## config.mk

```make
export PLATFORM = sky130hd
export DESIGN_NAME = clsp_loop_config
export DESIGN_NICKNAME = d
export VERILOG_FILES = /design/src/verilog/clsp_pkg.sv /design/src/verilog/clsp_loop_config.sv /design/src/verilog/clsp_regulator.sv
export VERILOG_INCLUDE_DIRS = /design/src /design/src/verilog
export SDC_FILE = /design/constraint.sdc
export NUM_CORES = 2
export LEC_CHECK = 0
export BUFFER_PORTS_ARGS = -buffer_cell sky130_fd_sc_hd__buf_2
export CAP_MARGIN = 40
export CORE_MARGIN = 2
export CORE_UTILIZATION = 43
export CTS_BUF_LIST = sky130_fd_sc_hd__clkbuf_8 sky130_fd_sc_hd__clkbuf_16
export DETAILED_ROUTE_END_ITERATION = 16
export GPL_TIMING_DRIVEN = 0
export HOLD_SLACK_MARGIN = 0.08
export REMOVE_ABC_BUFFERS = 1
export SETUP_SLACK_MARGIN = 0.4
export SYNTH_ARGS = -nofsm -noshare
export SYNTH_HDL_FRONTEND = slang
export SYNTH_SLANG_ARGS = --single-unit
export TNS_END_PERCENT = 50
```

## constraint.sdc

```tcl
create_clock -name i_clk_sys -period 62.3 [get_ports i_clk_sys]
set_input_delay 12.46 -clock i_clk_sys [delete_from_list [all_inputs] [get_ports i_clk_sys]]
set_output_delay 12.46 -clock i_clk_sys [all_outputs]
set_load 0.01 [all_outputs]
```

## src/verilog/clsp_map.svh

```systemverilog
// Purpose: Register offsets, field positions and reset values of the loop configuration bank.
// Assumes: Byte addresses are four times the printed register index.
// Notes: Definitions only.
`ifndef CLSP_MAP_SVH
`define CLSP_MAP_SVH

// ----------------------------------------------------------------
// Register indices and byte addresses
// ----------------------------------------------------------------
`define CLSP_IDX_SPEED_LOOP_CONFIG 8'h8E
`define CLSP_IDX_POWER_REGULATION_CONFIG 8'h90
`define CLSP_ADDR_SPEED_LOOP_CONFIG 12'h238
`define CLSP_ADDR_POWER_REGULATION_CONFIG 12'h240
`define CLSP_ADDR_LOOP_STATUS 12'h300
`define CLSP_ADDR_LOOP_SETPOINT 12'h304
`define CLSP_ADDR_LOOP_FEEDBACK 12'h308

// ----------------------------------------------------------------
// Speed loop configuration fields
// ----------------------------------------------------------------
`define CLSP_KP_MSB 29
`define CLSP_KP_LSB 20
`define CLSP_KI_MSB 19
`define CLSP_KI_LSB 8
`define CLSP_VMAX_MSB 7
`define CLSP_VMAX_LSB 5
`define CLSP_VMIN_MSB 4
`define CLSP_VMIN_LSB 2
`define CLSP_LMODE_MSB 1
`define CLSP_LMODE_LSB 0

// ----------------------------------------------------------------
// Power regulation configuration fields
// ----------------------------------------------------------------
`define CLSP_MAXSPD_MSB 30
`define CLSP_MAXSPD_LSB 15
`define CLSP_DBC_BIT 14
`define CLSP_MAXPWR_MSB 13
`define CLSP_MAXPWR_LSB 4
`define CLSP_HYST_MSB 3
`define CLSP_HYST_LSB 2
`define CLSP_PMODE_MSB 1
`define CLSP_PMODE_LSB 0

// ----------------------------------------------------------------
// Reset values and scaling
// ----------------------------------------------------------------
`define CLSP_RST_SPEED_LOOP_CONFIG 32'h00000000
`define CLSP_RST_POWER_REGULATION_CONFIG 32'h00000000
`define CLSP_KP_DIV 48'd10000
`define CLSP_KI_DIV 48'd1000000
`define CLSP_FULL_SCALE 16'hFFFF

`endif

```

## src/verilog/clsp_pkg.sv

```systemverilog
// Purpose: Types shared by the loop configuration bank.
// Assumes: Nothing beyond the map header.
// Notes: Mode encodings follow the field codes.
package clsp_pkg;

	typedef enum logic [1:0] {
		CLSP_LOOP_OFF = 2'h0,
		CLSP_LOOP_SPEED = 2'h1,
		CLSP_LOOP_POWER = 2'h2,
		CLSP_LOOP_RSVD = 2'h3
	} clsp_loop_mode_t;

	typedef enum logic [1:0] {
		CLSP_PWR_OFF = 2'h0,
		CLSP_PWR_CLOSED = 2'h1,
		CLSP_PWR_LIMIT = 2'h2,
		CLSP_PWR_RSVD = 2'h3
	} clsp_pwr_mode_t;

endpackage : clsp_pkg

```

## src/verilog/clsp_loop_config.sv

```systemverilog
// Purpose: APB register bank configuring the closed-loop speed and power regulation.
// Assumes: APB slave with zero wait states; one 10 MHz clock; synchronous active-high reset.
// Notes: Every printed offset is kept as a register index; byte address is four times it.
// Notes on behaviour
// - Proportional gain is the 10-bit field at bits 29:20, worth the value over 10000.
// - Integral gain is the 12-bit field at bits 19:8, worth the value over 1000000.
// - Upper clamp code at bits 7:5 selects 100, 95, 90, 85, 80, 75, 70 or 65 percent.
// - Lower clamp code at bits 4:2 selects 0, 2.5, 5, 7.5, 10, 15, 20 or 25 percent.
// - Loop selection at bits 1:0 picks off, speed loop, power loop, or reserved.
// - Maximum speed is the 16-bit field at bits 30:15, in hertz as value over 16.
// - Bit 14 turns dead time compensation on when one and off when zero.
// - Maximum power is the 10-bit field at bits 13:4, in watts as value over 4.
// - Hysteresis code at bits 3:2 selects 5, 7.5, 10 or 12.5 percent.
// - Power mode at bits 1:0 picks off, closed-loop power, power limit, or reserved.
// - Both registers reset to zero, leaving every loop off and compensation off.
//
// The implementer's own choice: the APB slave port.
`timescale 1ns/10ps
`include "clsp_map.svh"
module clsp_loop_config
	import clsp_pkg::*;
(
	// Clock and reset
	input wire logic i_clk_sys,
	input wire logic i_rst,
	// APB slave
	input wire logic i_psel,
	input wire logic i_penable,
	input wire logic i_pwrite,
	input wire logic [11:0] i_paddr,
	input wire logic [31:0] i_pwdata,
	input wire logic [3:0] i_pstrb,
	output logic [31:0] o_prdata,
	output logic o_pready,
	output logic o_pslverr,
	// Regulator measurements, from logic on the same clock
	input wire logic [15:0] i_meas_speed,
	input wire logic [9:0] i_meas_power,
	// Decoded configuration to the drive
	output logic o_loop_active,
	output logic o_speed_loop,
	output logic o_power_loop,
	output logic o_dead_band_correction_enable,
	output logic o_pwr_closed_loop,
	output logic o_pwr_limit,
	output logic [15:0] o_max_speed,
	output logic [9:0] o_max_power,
	output logic [15:0] o_input_power_hysteresis,
	// Regulator result
	output logic [15:0] o_loop_out,
	output logic o_loop_saturated
);

	// ----------------------------------------------------------------
	// Declarations
	// ----------------------------------------------------------------
	logic [31:0] speed_loop_config_ff;
	logic [31:0] power_regulation_config_ff;
	logic [15:0] setpoint_ff;
	logic [31:0] setpoint_merged;
	logic [31:0] rd_data;
	logic access;
	logic wr_en;
	logic addr_hit;
	logic [9:0] loop_prop_gain;
	logic [11:0] loop_integ_gain;
	logic [2:0] loop_upper_clamp;
	logic [2:0] loop_lower_clamp;
	clsp_loop_mode_t loop_mode;
	clsp_pwr_mode_t pwr_mode;
	logic [1:0] input_power_hysteresis;
	logic [15:0] kp_q16;
	logic [15:0] ki_q16;
	logic [15:0] lim_hi;
	logic [15:0] lim_lo;
	logic [15:0] feedback;
	logic signed [16:0] loop_error;
	logic reg_enable;

	// ----------------------------------------------------------------
	// Decode helpers
	// ----------------------------------------------------------------
	function automatic logic [31:0] strb_merge(input logic [31:0] old_v, input logic [31:0] new_v,
		input logic [3:0] strb);
		logic [31:0] res;
		res = old_v;
		for (int i = 0; i < 4; i++) begin
			if (strb[i]) begin
				res[i*8 +: 8] = new_v[i*8 +: 8];
			end
		end
		return res;
	endfunction : strb_merge

	// Upper clamp table as a fraction of 0xFFFF full scale.
	function automatic logic [15:0] upper_clamp(input logic [2:0] code);
		case (code)
			3'h0: upper_clamp = 16'hFFFF;
			3'h1: upper_clamp = 16'hF332;
			3'h2: upper_clamp = 16'hE665;
			3'h3: upper_clamp = 16'hD998;
			3'h4: upper_clamp = 16'hCCCC;
			3'h5: upper_clamp = 16'hBFFF;
			3'h6: upper_clamp = 16'hB332;
			default: upper_clamp = 16'hA665;
		endcase
	endfunction : upper_clamp

	// Lower clamp table as a fraction of 0xFFFF full scale.
	function automatic logic [15:0] lower_clamp(input logic [2:0] code);
		case (code)
			3'h0: lower_clamp = 16'h0000;
			3'h1: lower_clamp = 16'h0666;
			3'h2: lower_clamp = 16'h0CCC;
			3'h3: lower_clamp = 16'h1333;
			3'h4: lower_clamp = 16'h1999;
			3'h5: lower_clamp = 16'h2666;
			3'h6: lower_clamp = 16'h3333;
			default: lower_clamp = 16'h3FFF;
		endcase
	endfunction : lower_clamp

	// Hysteresis band as a fraction of 0xFFFF full scale.
	function automatic logic [15:0] hyst_band(input logic [1:0] code);
		case (code)
			2'h0: hyst_band = 16'h0CCC;
			2'h1: hyst_band = 16'h1333;
			2'h2: hyst_band = 16'h1999;
			default: hyst_band = 16'h1FFF;
		endcase
	endfunction : hyst_band

	// ----------------------------------------------------------------
	// APB slave
	// ----------------------------------------------------------------
	// Zero wait states: the access phase completes in its first cycle.
	assign access = i_psel && i_penable;
	assign o_pready = 1'b1;
	assign addr_hit = (i_paddr == `CLSP_ADDR_SPEED_LOOP_CONFIG)
		|| (i_paddr == `CLSP_ADDR_POWER_REGULATION_CONFIG)
		|| (i_paddr == `CLSP_ADDR_LOOP_SETPOINT)
		|| (!i_pwrite && ((i_paddr == `CLSP_ADDR_LOOP_STATUS)
		|| (i_paddr == `CLSP_ADDR_LOOP_FEEDBACK)));
	assign o_pslverr = access && !addr_hit;
	assign wr_en = access && i_pwrite;

	always_ff @(posedge i_clk_sys) begin
		if (i_rst) begin
			speed_loop_config_ff <= `CLSP_RST_SPEED_LOOP_CONFIG;
		end else if (wr_en && i_paddr == `CLSP_ADDR_SPEED_LOOP_CONFIG) begin
			speed_loop_config_ff <= strb_merge(speed_loop_config_ff, i_pwdata, i_pstrb);
		end
	end

	always_ff @(posedge i_clk_sys) begin
		if (i_rst) begin
			power_regulation_config_ff <= `CLSP_RST_POWER_REGULATION_CONFIG;
		end else if (wr_en && i_paddr == `CLSP_ADDR_POWER_REGULATION_CONFIG) begin
			power_regulation_config_ff <= strb_merge(power_regulation_config_ff, i_pwdata,
				i_pstrb);
		end
	end

	assign setpoint_merged = strb_merge({16'h0000, setpoint_ff}, i_pwdata, i_pstrb);

	always_ff @(posedge i_clk_sys) begin
		if (i_rst) begin
			setpoint_ff <= 16'h0000;
		end else if (wr_en && i_paddr == `CLSP_ADDR_LOOP_SETPOINT) begin
			setpoint_ff <= setpoint_merged[15:0];
		end
	end

	always_comb begin
		case (i_paddr)
			`CLSP_ADDR_SPEED_LOOP_CONFIG: rd_data = speed_loop_config_ff;
			`CLSP_ADDR_POWER_REGULATION_CONFIG: rd_data = power_regulation_config_ff;
			`CLSP_ADDR_LOOP_SETPOINT: rd_data = {16'h0000, setpoint_ff};
			`CLSP_ADDR_LOOP_STATUS: rd_data = {15'h0000, o_loop_saturated, o_loop_out};
			`CLSP_ADDR_LOOP_FEEDBACK: rd_data = {16'h0000, feedback};
			default: rd_data = 32'h00000000;
		endcase
	end

	// Read data is registered during setup so it stands in the access cycle.
	always_ff @(posedge i_clk_sys) begin
		if (i_rst) begin
			o_prdata <= 32'h00000000;
		end else if (i_psel && !i_penable && !i_pwrite) begin
			o_prdata <= rd_data;
		end
	end

	// ----------------------------------------------------------------
	// Field extraction
	// ----------------------------------------------------------------
	assign loop_prop_gain = speed_loop_config_ff[`CLSP_KP_MSB:`CLSP_KP_LSB];
	assign loop_integ_gain = speed_loop_config_ff[`CLSP_KI_MSB:`CLSP_KI_LSB];
	assign loop_upper_clamp = speed_loop_config_ff[`CLSP_VMAX_MSB:`CLSP_VMAX_LSB];
	assign loop_lower_clamp = speed_loop_config_ff[`CLSP_VMIN_MSB:`CLSP_VMIN_LSB];
	assign loop_mode = clsp_loop_mode_t'(
		speed_loop_config_ff[`CLSP_LMODE_MSB:`CLSP_LMODE_LSB]);
	assign pwr_mode = clsp_pwr_mode_t'(
		power_regulation_config_ff[`CLSP_PMODE_MSB:`CLSP_PMODE_LSB]);
	assign input_power_hysteresis =
		power_regulation_config_ff[`CLSP_HYST_MSB:`CLSP_HYST_LSB];

	// Gains rescaled to 16-bit fractions; the integer divide is constant and folds away.
	assign kp_q16 = 16'((48'(loop_prop_gain) << 16) / `CLSP_KP_DIV);
	assign ki_q16 = 16'((48'(loop_integ_gain) << 32) / `CLSP_KI_DIV >> 16);
	assign lim_hi = upper_clamp(loop_upper_clamp);
	assign lim_lo = lower_clamp(loop_lower_clamp);

	// ----------------------------------------------------------------
	// Mode decode and outputs
	// ----------------------------------------------------------------
	always_comb begin
		o_speed_loop = 1'b0;
		o_power_loop = 1'b0;
		case (loop_mode)
			CLSP_LOOP_SPEED: o_speed_loop = 1'b1;
			CLSP_LOOP_POWER: o_power_loop = 1'b1;
			default: ;
		endcase
	end

	always_comb begin
		o_pwr_closed_loop = 1'b0;
		o_pwr_limit = 1'b0;
		case (pwr_mode)
			CLSP_PWR_CLOSED: o_pwr_closed_loop = 1'b1;
			CLSP_PWR_LIMIT: o_pwr_limit = 1'b1;
			default: ;
		endcase
	end

	assign o_loop_active = o_speed_loop || o_power_loop;
	assign o_dead_band_correction_enable = power_regulation_config_ff[`CLSP_DBC_BIT];
	assign o_max_speed = power_regulation_config_ff[`CLSP_MAXSPD_MSB:`CLSP_MAXSPD_LSB];
	assign o_max_power = power_regulation_config_ff[`CLSP_MAXPWR_MSB:`CLSP_MAXPWR_LSB];
	assign o_input_power_hysteresis = hyst_band(input_power_hysteresis);

	// ----------------------------------------------------------------
	// Regulator
	// ----------------------------------------------------------------
	// Power feedback is widened so both loops share one error path.
	assign feedback = o_power_loop ? {i_meas_power, 6'h00} : i_meas_speed;
	assign loop_error = $signed({1'b0, setpoint_ff}) - $signed({1'b0, feedback});
	assign reg_enable = o_loop_active;

	clsp_regulator u_regulator (
		.i_clk_sys(i_clk_sys),
		.i_rst(i_rst),
		.i_enable(reg_enable),
		.i_kp(kp_q16),
		.i_ki(ki_q16),
		.i_lim_hi(lim_hi),
		.i_lim_lo(lim_lo),
		.i_error(loop_error),
		.o_out(o_loop_out),
		.o_saturated(o_loop_saturated)
	);

endmodule : clsp_loop_config

```

## src/verilog/clsp_regulator.sv

```systemverilog
// Purpose: Proportional-integral regulator with selectable output clamps.
// Assumes: Gains already scaled into 16-bit fixed point by the caller.
// Notes: Output is a fraction of full scale, 0xFFFF meaning 100 percent.
`timescale 1ns/10ps
module clsp_regulator (
	// Clock and reset
	input wire logic i_clk_sys,
	input wire logic i_rst,
	// Control
	input wire logic i_enable,
	input wire logic [15:0] i_kp,
	input wire logic [15:0] i_ki,
	input wire logic [15:0] i_lim_hi,
	input wire logic [15:0] i_lim_lo,
	// Error sample
	input wire logic signed [16:0] i_error,
	// Result
	output logic [15:0] o_out,
	output logic o_saturated
);

	logic signed [33:0] prop;
	logic signed [33:0] integ_step;
	logic signed [33:0] integ_ff;
	logic signed [33:0] nxt_integ;
	logic signed [34:0] sum;
	logic [15:0] nxt_out;
	logic nxt_sat;

	// ----------------------------------------------------------------
	// Terms
	// ----------------------------------------------------------------
	assign prop = i_error * $signed({1'b0, i_kp});
	assign integ_step = i_error * $signed({1'b0, i_ki});
	assign sum = 35'(prop) + 35'(integ_ff);

	// The integrator is held inside the clamps so it cannot wind up.
	always_comb begin
		nxt_integ = integ_ff + integ_step;
		if (nxt_integ > $signed({2'b00, i_lim_hi, 16'h0000})) begin
			nxt_integ = $signed({2'b00, i_lim_hi, 16'h0000});
		end else if (nxt_integ < $signed({2'b00, i_lim_lo, 16'h0000})) begin
			nxt_integ = $signed({2'b00, i_lim_lo, 16'h0000});
		end
	end

	always_comb begin
		nxt_sat = 1'b1;
		// The sum is signed, so a negative total must land on the lower clamp.
		if ($signed(sum[34:16]) > $signed({3'b000, i_lim_hi})) begin
			nxt_out = i_lim_hi;
		end else if ($signed(sum[34:16]) < $signed({3'b000, i_lim_lo})) begin
			nxt_out = i_lim_lo;
		end else begin
			nxt_out = sum[31:16];
			nxt_sat = 1'b0;
		end
	end

	always_ff @(posedge i_clk_sys) begin
		if (i_rst || !i_enable) begin
			integ_ff <= '0;
		end else begin
			integ_ff <= nxt_integ;
		end
	end

	always_ff @(posedge i_clk_sys) begin
		if (i_rst || !i_enable) begin
			o_out <= 16'h0000;
			o_saturated <= 1'b0;
		end else begin
			o_out <= nxt_out;
			o_saturated <= nxt_sat;
		end
	end

endmodule : clsp_regulator

```

After elaboration in Yosys (flattened, before gate mapping)
Cells that the tools add are included.
{"block": "word_totals", "register_bits": 163, "input_bits": 79, "out_inout_bits": 99, "word_cells": 97}
{"block": "op_classes", "n_addsub": 3, "mul": 2, "n_div": 2, "magnitude_cmp": 4, "n_eq_ne": 23, "mux": 15, "n_reduce_logical": 33}
{"operator": "$pmux 32 s5", "count": 1}
{"operator": "$pmux 15 s7", "count": 1}
{"operator": "$pmux 14 s7", "count": 1}
{"operator": "$mul 17x17->34", "count": 2}
{"operator": "$mux 32", "count": 2}
{"operator": "$eq 12x10->1 const B", "count": 5}
{"operator": "$div 26x14->48 const B", "count": 1}
{"operator": "$div 44x20->48 const B", "count": 1}
{"operator": "$mux 16", "count": 3}
{"operator": "$pmux 13 s3", "count": 1}
{"operator": "$add 34x34->35", "count": 1}
{"operator": "$add 34x34->34", "count": 1}
{"operator": "$gt 34x33->1", "count": 1}
{"operator": "$lt 34x31->1", "count": 1}
{"operator": "$reduce_and 2->1", "count": 10}
{"operator": "$gt 19x17->1", "count": 1}
{"operator": "$lt 19x15->1", "count": 1}
{"operator": "$eq 3x3->1 const B", "count": 6}
{"operator": "$sub 16x16->17", "count": 1}
{"operator": "$eq 3x2->1 const B", "count": 4}
{"operator": "$logic_and 1x1->1", "count": 9}
{"operator": "$eq 2x1->1 const B", "count": 3}
{"operator": "$eq 2x2->1 const B", "count": 3}
{"operator": "$eq 3x1->1 const B", "count": 2}
{"operator": "other kinds (6)", "count": 20}

Depth between registers and ports, before layout
{"block": "logic_depth", "word_depth": 9, "depth_mapped": 146, "depth_no_buf": 127}

Cells and area by module
Synthesis repeated with hierarchy kept, for this count alone.
{"block": "hier_totals", "hier_cells": 5277, "hier_area_um2": 43689.4}
{"module": "clsp_regulator", "n_inst": 1, "cells_each": 2982, "area_per_inst_um2": 26933.3, "seq_area_each_um2": 1021.0}
{"module": "clsp_loop_config", "n_inst": 1, "cells_each": 2295, "area_per_inst_um2": 16756.1, "seq_area_each_um2": 2242.2}

Least setup slack after synthesis
Ideal clock, no wire load.
{"block": "synth_timing", "kind": "register -> register", "from": "register speed_loop_config_ff[21]", "to": "register u_regulator.o_out[10]", "setup_ns": 0.071, "arrival_time_ns": 28.952, "required_time_ns": 62.229, "path_slack_ns": 33.277, "path_stages_with_launch": 143, "cell_sequence": "dfxtp_1 > inv_1 > ha_1 > or4_1 > buf_2 > nand3_1 > mux2_2 > a311oi_1 > o21ai_2 > inv_2 > clkbuf_1 > buf_1 > ha_1 > inv_1 > o2111ai_2 > o211a_1 > a21o_4 > inv_4 > [107 not listed] > o21a_1 > o21a_1 > o21a_1 > o21a_1 > nor2_1 > o21bai_1 > xor2_1 > ha_1 > nand4_1 > nor4_1 > a22oi_1 > a21oi_1 > a21oi_1 > a211oi_1 > nor2_1 > a21oi_1 > o21ai_0 > a21oi_1"}
{"block": "synth_via", "elab_chain_len": 6, "word_cells_on_any_way": 7, "classes_between": "1 x add/sub; 1 x mul; 1 x div; 2 x order compare; 2 x mux"}
{"item": "from (decl)", "line_no": "clsp_loop_config.sv:57", "source": "logic [31:0] speed_loop_config_ff;"}
{"item": "from (signal assigned)", "line_no": "clsp_loop_config.sv:149", "source": "speed_loop_config_ff <= `CLSP_RST_SPEED_LOOP_CONFIG;"}
{"item": "from (signal assigned)", "line_no": "clsp_loop_config.sv:151", "source": "speed_loop_config_ff <= strb_merge(speed_loop_config_ff, i_pwdata, i_pstrb);"}
{"item": "$div 26x14->48 (no source line) *"}
{"item": "$mul 17x17->34 *", "line_no": "clsp_regulator.sv:33", "source": "assign prop = i_error * $signed({1'b0, i_kp});"}
{"item": "$add 34x34->35 *", "line_no": "clsp_regulator.sv:35", "source": "assign sum = 35'(prop) + 35'(integ_ff);"}
{"item": "$lt 19x15->1", "line_no": "clsp_regulator.sv:52", "source": "end else if ($signed(sum[34:16]) < $signed({3'b000, i_lim_lo})) begin"}
{"item": "$mux 16", "line_no": "clsp_regulator.sv:52"}
{"item": "$mux 16 *", "line_no": "clsp_regulator.sv:50", "source": "if ($signed(sum[34:16]) > $signed({3'b000, i_lim_hi})) begin"}
{"item": "to (signal assigned)", "line_no": "clsp_regulator.sv:73", "source": "o_out <= nxt_out;"}
{"item": "to (decl)", "line_no": "clsp_regulator.sv:18", "source": "output logic [15:0] o_out,"}
Mark *: on every way between the ends. The rest lies on a longest branch, timed or not.
A chain may end at the register's enable or synchronous reset.

Final worst setup path
{"block": "layout_timing", "from": "register speed_loop_config_ff[21]", "to": "register u_regulator.o_out[12]"}
The elaborated chain is that of the path after synthesis.

==> flow_summary.toml <==
[place]
gp_congestion = 0.894
numPortBuffers = 173
dp_hpwl_um = 90000

[timing]
period_needed_ns = 36.13
timing.final.crit_share_pct = 58.0
skew_ns = 0.0156
rsz0062_at_grt = "no"
worstMarginPinSlew_ns = 0.916
final_max_slew_viol_count = 0
setup_tns_ns = 0
setup_viol = 0
fmax_mhz = 27.7
hold_violations = 0
relSlewSlack_pct = 38.6

[logic_synthesis]
synthFlopType = "dfxtp_1"
synth_area_um2 = 36400
synth_edf_count = 0
synth_top_area_cell = "fa_1"
ys_ff_latch = 163
synth_warnings = 0
yosysUniqueCellTypes = 151
synth_top_area_share_pct = 25.2
synth-seq-area-share_pct = 8.97
synth.top_cells.by_count = "702 x inv_1, 457 x fa_1, 449 x nor2_1"
yosysMostFrequentCell = "inv_1"
synthTopCellsByArea = "fa_1 25%, ha_1 10%, dfxtp_1 9.0%"
syn_area_per_cell_um2 = 8.19
syn_inst = 4438
synthArstFlopShare_pct = 0

[clocking]
cts_resized = 0
cts.sink_count = 163
cts-root-buf = "clkbuf_16"
cts-hold-fix-buffers = 0
clk_pin_slew_ns = 0.09
post_cts_buffers = 0
cts_made_buffers = 17
htreeDepth = 4
cts_tree = "done"
clk_path_buf_depth = 2
clock_latency_ns = 0.50

[grt]
grt_use_total_pct = 25.3
grt_start_max_net_pins = 62
antenna_found_initial = 3
grt_pass1_vias = 31200
overflow = 0
grt_pass1_wl_um = 174000

[drt]
dr.pass1.iters = 5
drcViolationCount = 0
wl_per_cell_um = 19.0
vias = 31800
wl_um = 108000
drt_iter0_markers = 2090
viasPerCell = 5.61
ant_nets = 0

[setup_path]
cpPeakStageDelay_ns = 0.81
critPathCaptureType = "register"
cp_max_fo = 37
crit_path_start_kind = "register"
crit_top_cell = "o21a_1"
cp.arrival_ns = 36.57
slowest_stage = "a221oi_2"
critPathKind = "register to register"
worst_ep_required_time_ns = 62.74

[power]
power.leakage_uw = 0.0194
power_frac_comb_pct = 35.0
p_int_uw = 204
power_uw = 336
p_seq_share_pct = 31.2
switching_share_pct = 39.3
worst_ir_drop_vdd_mv = 0.0203
power.switching_uw = 132
pwr-share-clk_pct = 33.8
power_density_nw_per_um2 = 8.52

[floorplan]
num_rows = 106
core_area_um2 = 83700
dieWidth_um = 295
design.die.area_um2 = 86900
die_y_um = 295
start_util_pct = 43.5
io_pins = 178

[hold_path]
hold_class = "register to register"

[finish]
areaGrowthSynthToFinish_pct = 8.54
fin_nets = 5348
drive_gt1_share_pct = 11.1
fillers = 8375

[run]
cap_violations = 0

[status]
status = "completed"
-- final timing paths --
kind	start	to	slack, ns	cells after the start
setup reg to reg	speed_loop_config_ff[21]	u_regulator.o_out[12]	26.17	125
setup / recovery	speed_loop_config_ff[21]	u_regulator.o_out[12]	26.17	125
hold reg to reg	o_prdata[4]	o_prdata[4]	0.49	2
hold / removal	o_prdata[4]	o_prdata[4]	0.49	2
-- per-layer routing --
| metal | up-vias | track usage, % | wire [um] |
|---|---|---|---|
| li1 | 15100 | - | - |
| met1 | 15600 | 35.1 | 48700 |
| met2 | 899 | 41.0 | 49900 |
| met3 | 141 | 3.30 | 5970 |
| met4 | 0 | 7.54 | 3120 |
| met5 | - | 0 | 0 |
-- worst max-delay path: cells and delay by family (launching register included) --
kind	cells	cell delay (ns)
compound gates	58	15.55
xor+xnor	1	0.26
fa+ha+maj	18	7.40
buf+inv	20	5.32
flops	1	0.50
mux	3	0.76
simple gates	25	6.11
-- power by group through the flow --
stage	clock network, uW	logic (uW)	registers, uW
floorplan	0	77.1	108
global placement	0	110	107
detailed placement	0	117	107
CTS	115	118	105
global route	119	133	105
finish	114	118	105
-- registers in the layout, indices dropped and copies added, names as in the netlist --
name,cells
u_regulator.o_saturated,1
u_regulator.o_out,16
power_regulation_config_ff,32
speed_loop_config_ff,32
setpoint_ff,16
o_prdata,32
u_regulator.integ_ff,34
-- layout by cell type, fill, tap and decap left out, drive strengths merged, types with 26 or more instances in the layout --
master and n:
a211oi 42, a21o 64, a21oi 192, a22oi 29
a31oi 30, and2 48, and3 40, buf 253
dfxtp 163, fa 457, ha 298, inv 720
mux2i 131, nand2 373, nand2b 47, nand3 61
nand4 37, nor2 454, nor2b 30, nor3 98
nor4 31, o211ai 39, o21a 39, o21ai 176
o21bai 36, o31ai 26, or2 27, or3 27
xnor2 130, xor2 55
-- area by class of cell --
type / instances / area (um2) / area share [%]
antenna: 4 / 10.0 / 0.0254
clock buffer: 17 / 425 / 1.08
clock inverter: 15 / 204 / 0.517
inverter: 715 / 2690 / 6.81
multi-input combinational: 3364 / 29600 / 75.1
sequential: 163 / 3260 / 8.27
tap: 1134 / 1420 / 3.60
timing repair buffer: 253 / 1840 / 4.65
-- cell families (layout without fill, tap and decap cells) --
logic type / after synthesis / in the layout / synth area share (%)
AND/OR/NAND/NOR: 1331 / 1331 / 17.6
AO/OA/AOI/OAI: 935 / 935 / 18.9
buffers and inverters: 915 / 1000 / 10.1
adder cells (fa/ha/maj): 755 / 755 / 35.4
XOR/XNOR: 185 / 185 / 4.58
flip-flops: 163 / 163 / 8.97
multiplexers: 152 / 152 / 4.37
other: 2 / 10 / 0.0207
-- stage by stage --
stage	cells	setup slack [ns]	hold WS (ns)	area, um2	utilization (%)
after global placement	5549	20.82	0.476	37700	45.0
after floorplan	4242	32.52	0.464	35400	-
final	5665	26.17	0.493	39500	47.2
after CTS	5660	26.68	0.493	39400	47.1
after detailed placement	5628	26.86	0.479	38800	46.4
after global routing	5663	23.95	0.509	39500	47.2
(Power assumes the default switching activity.)
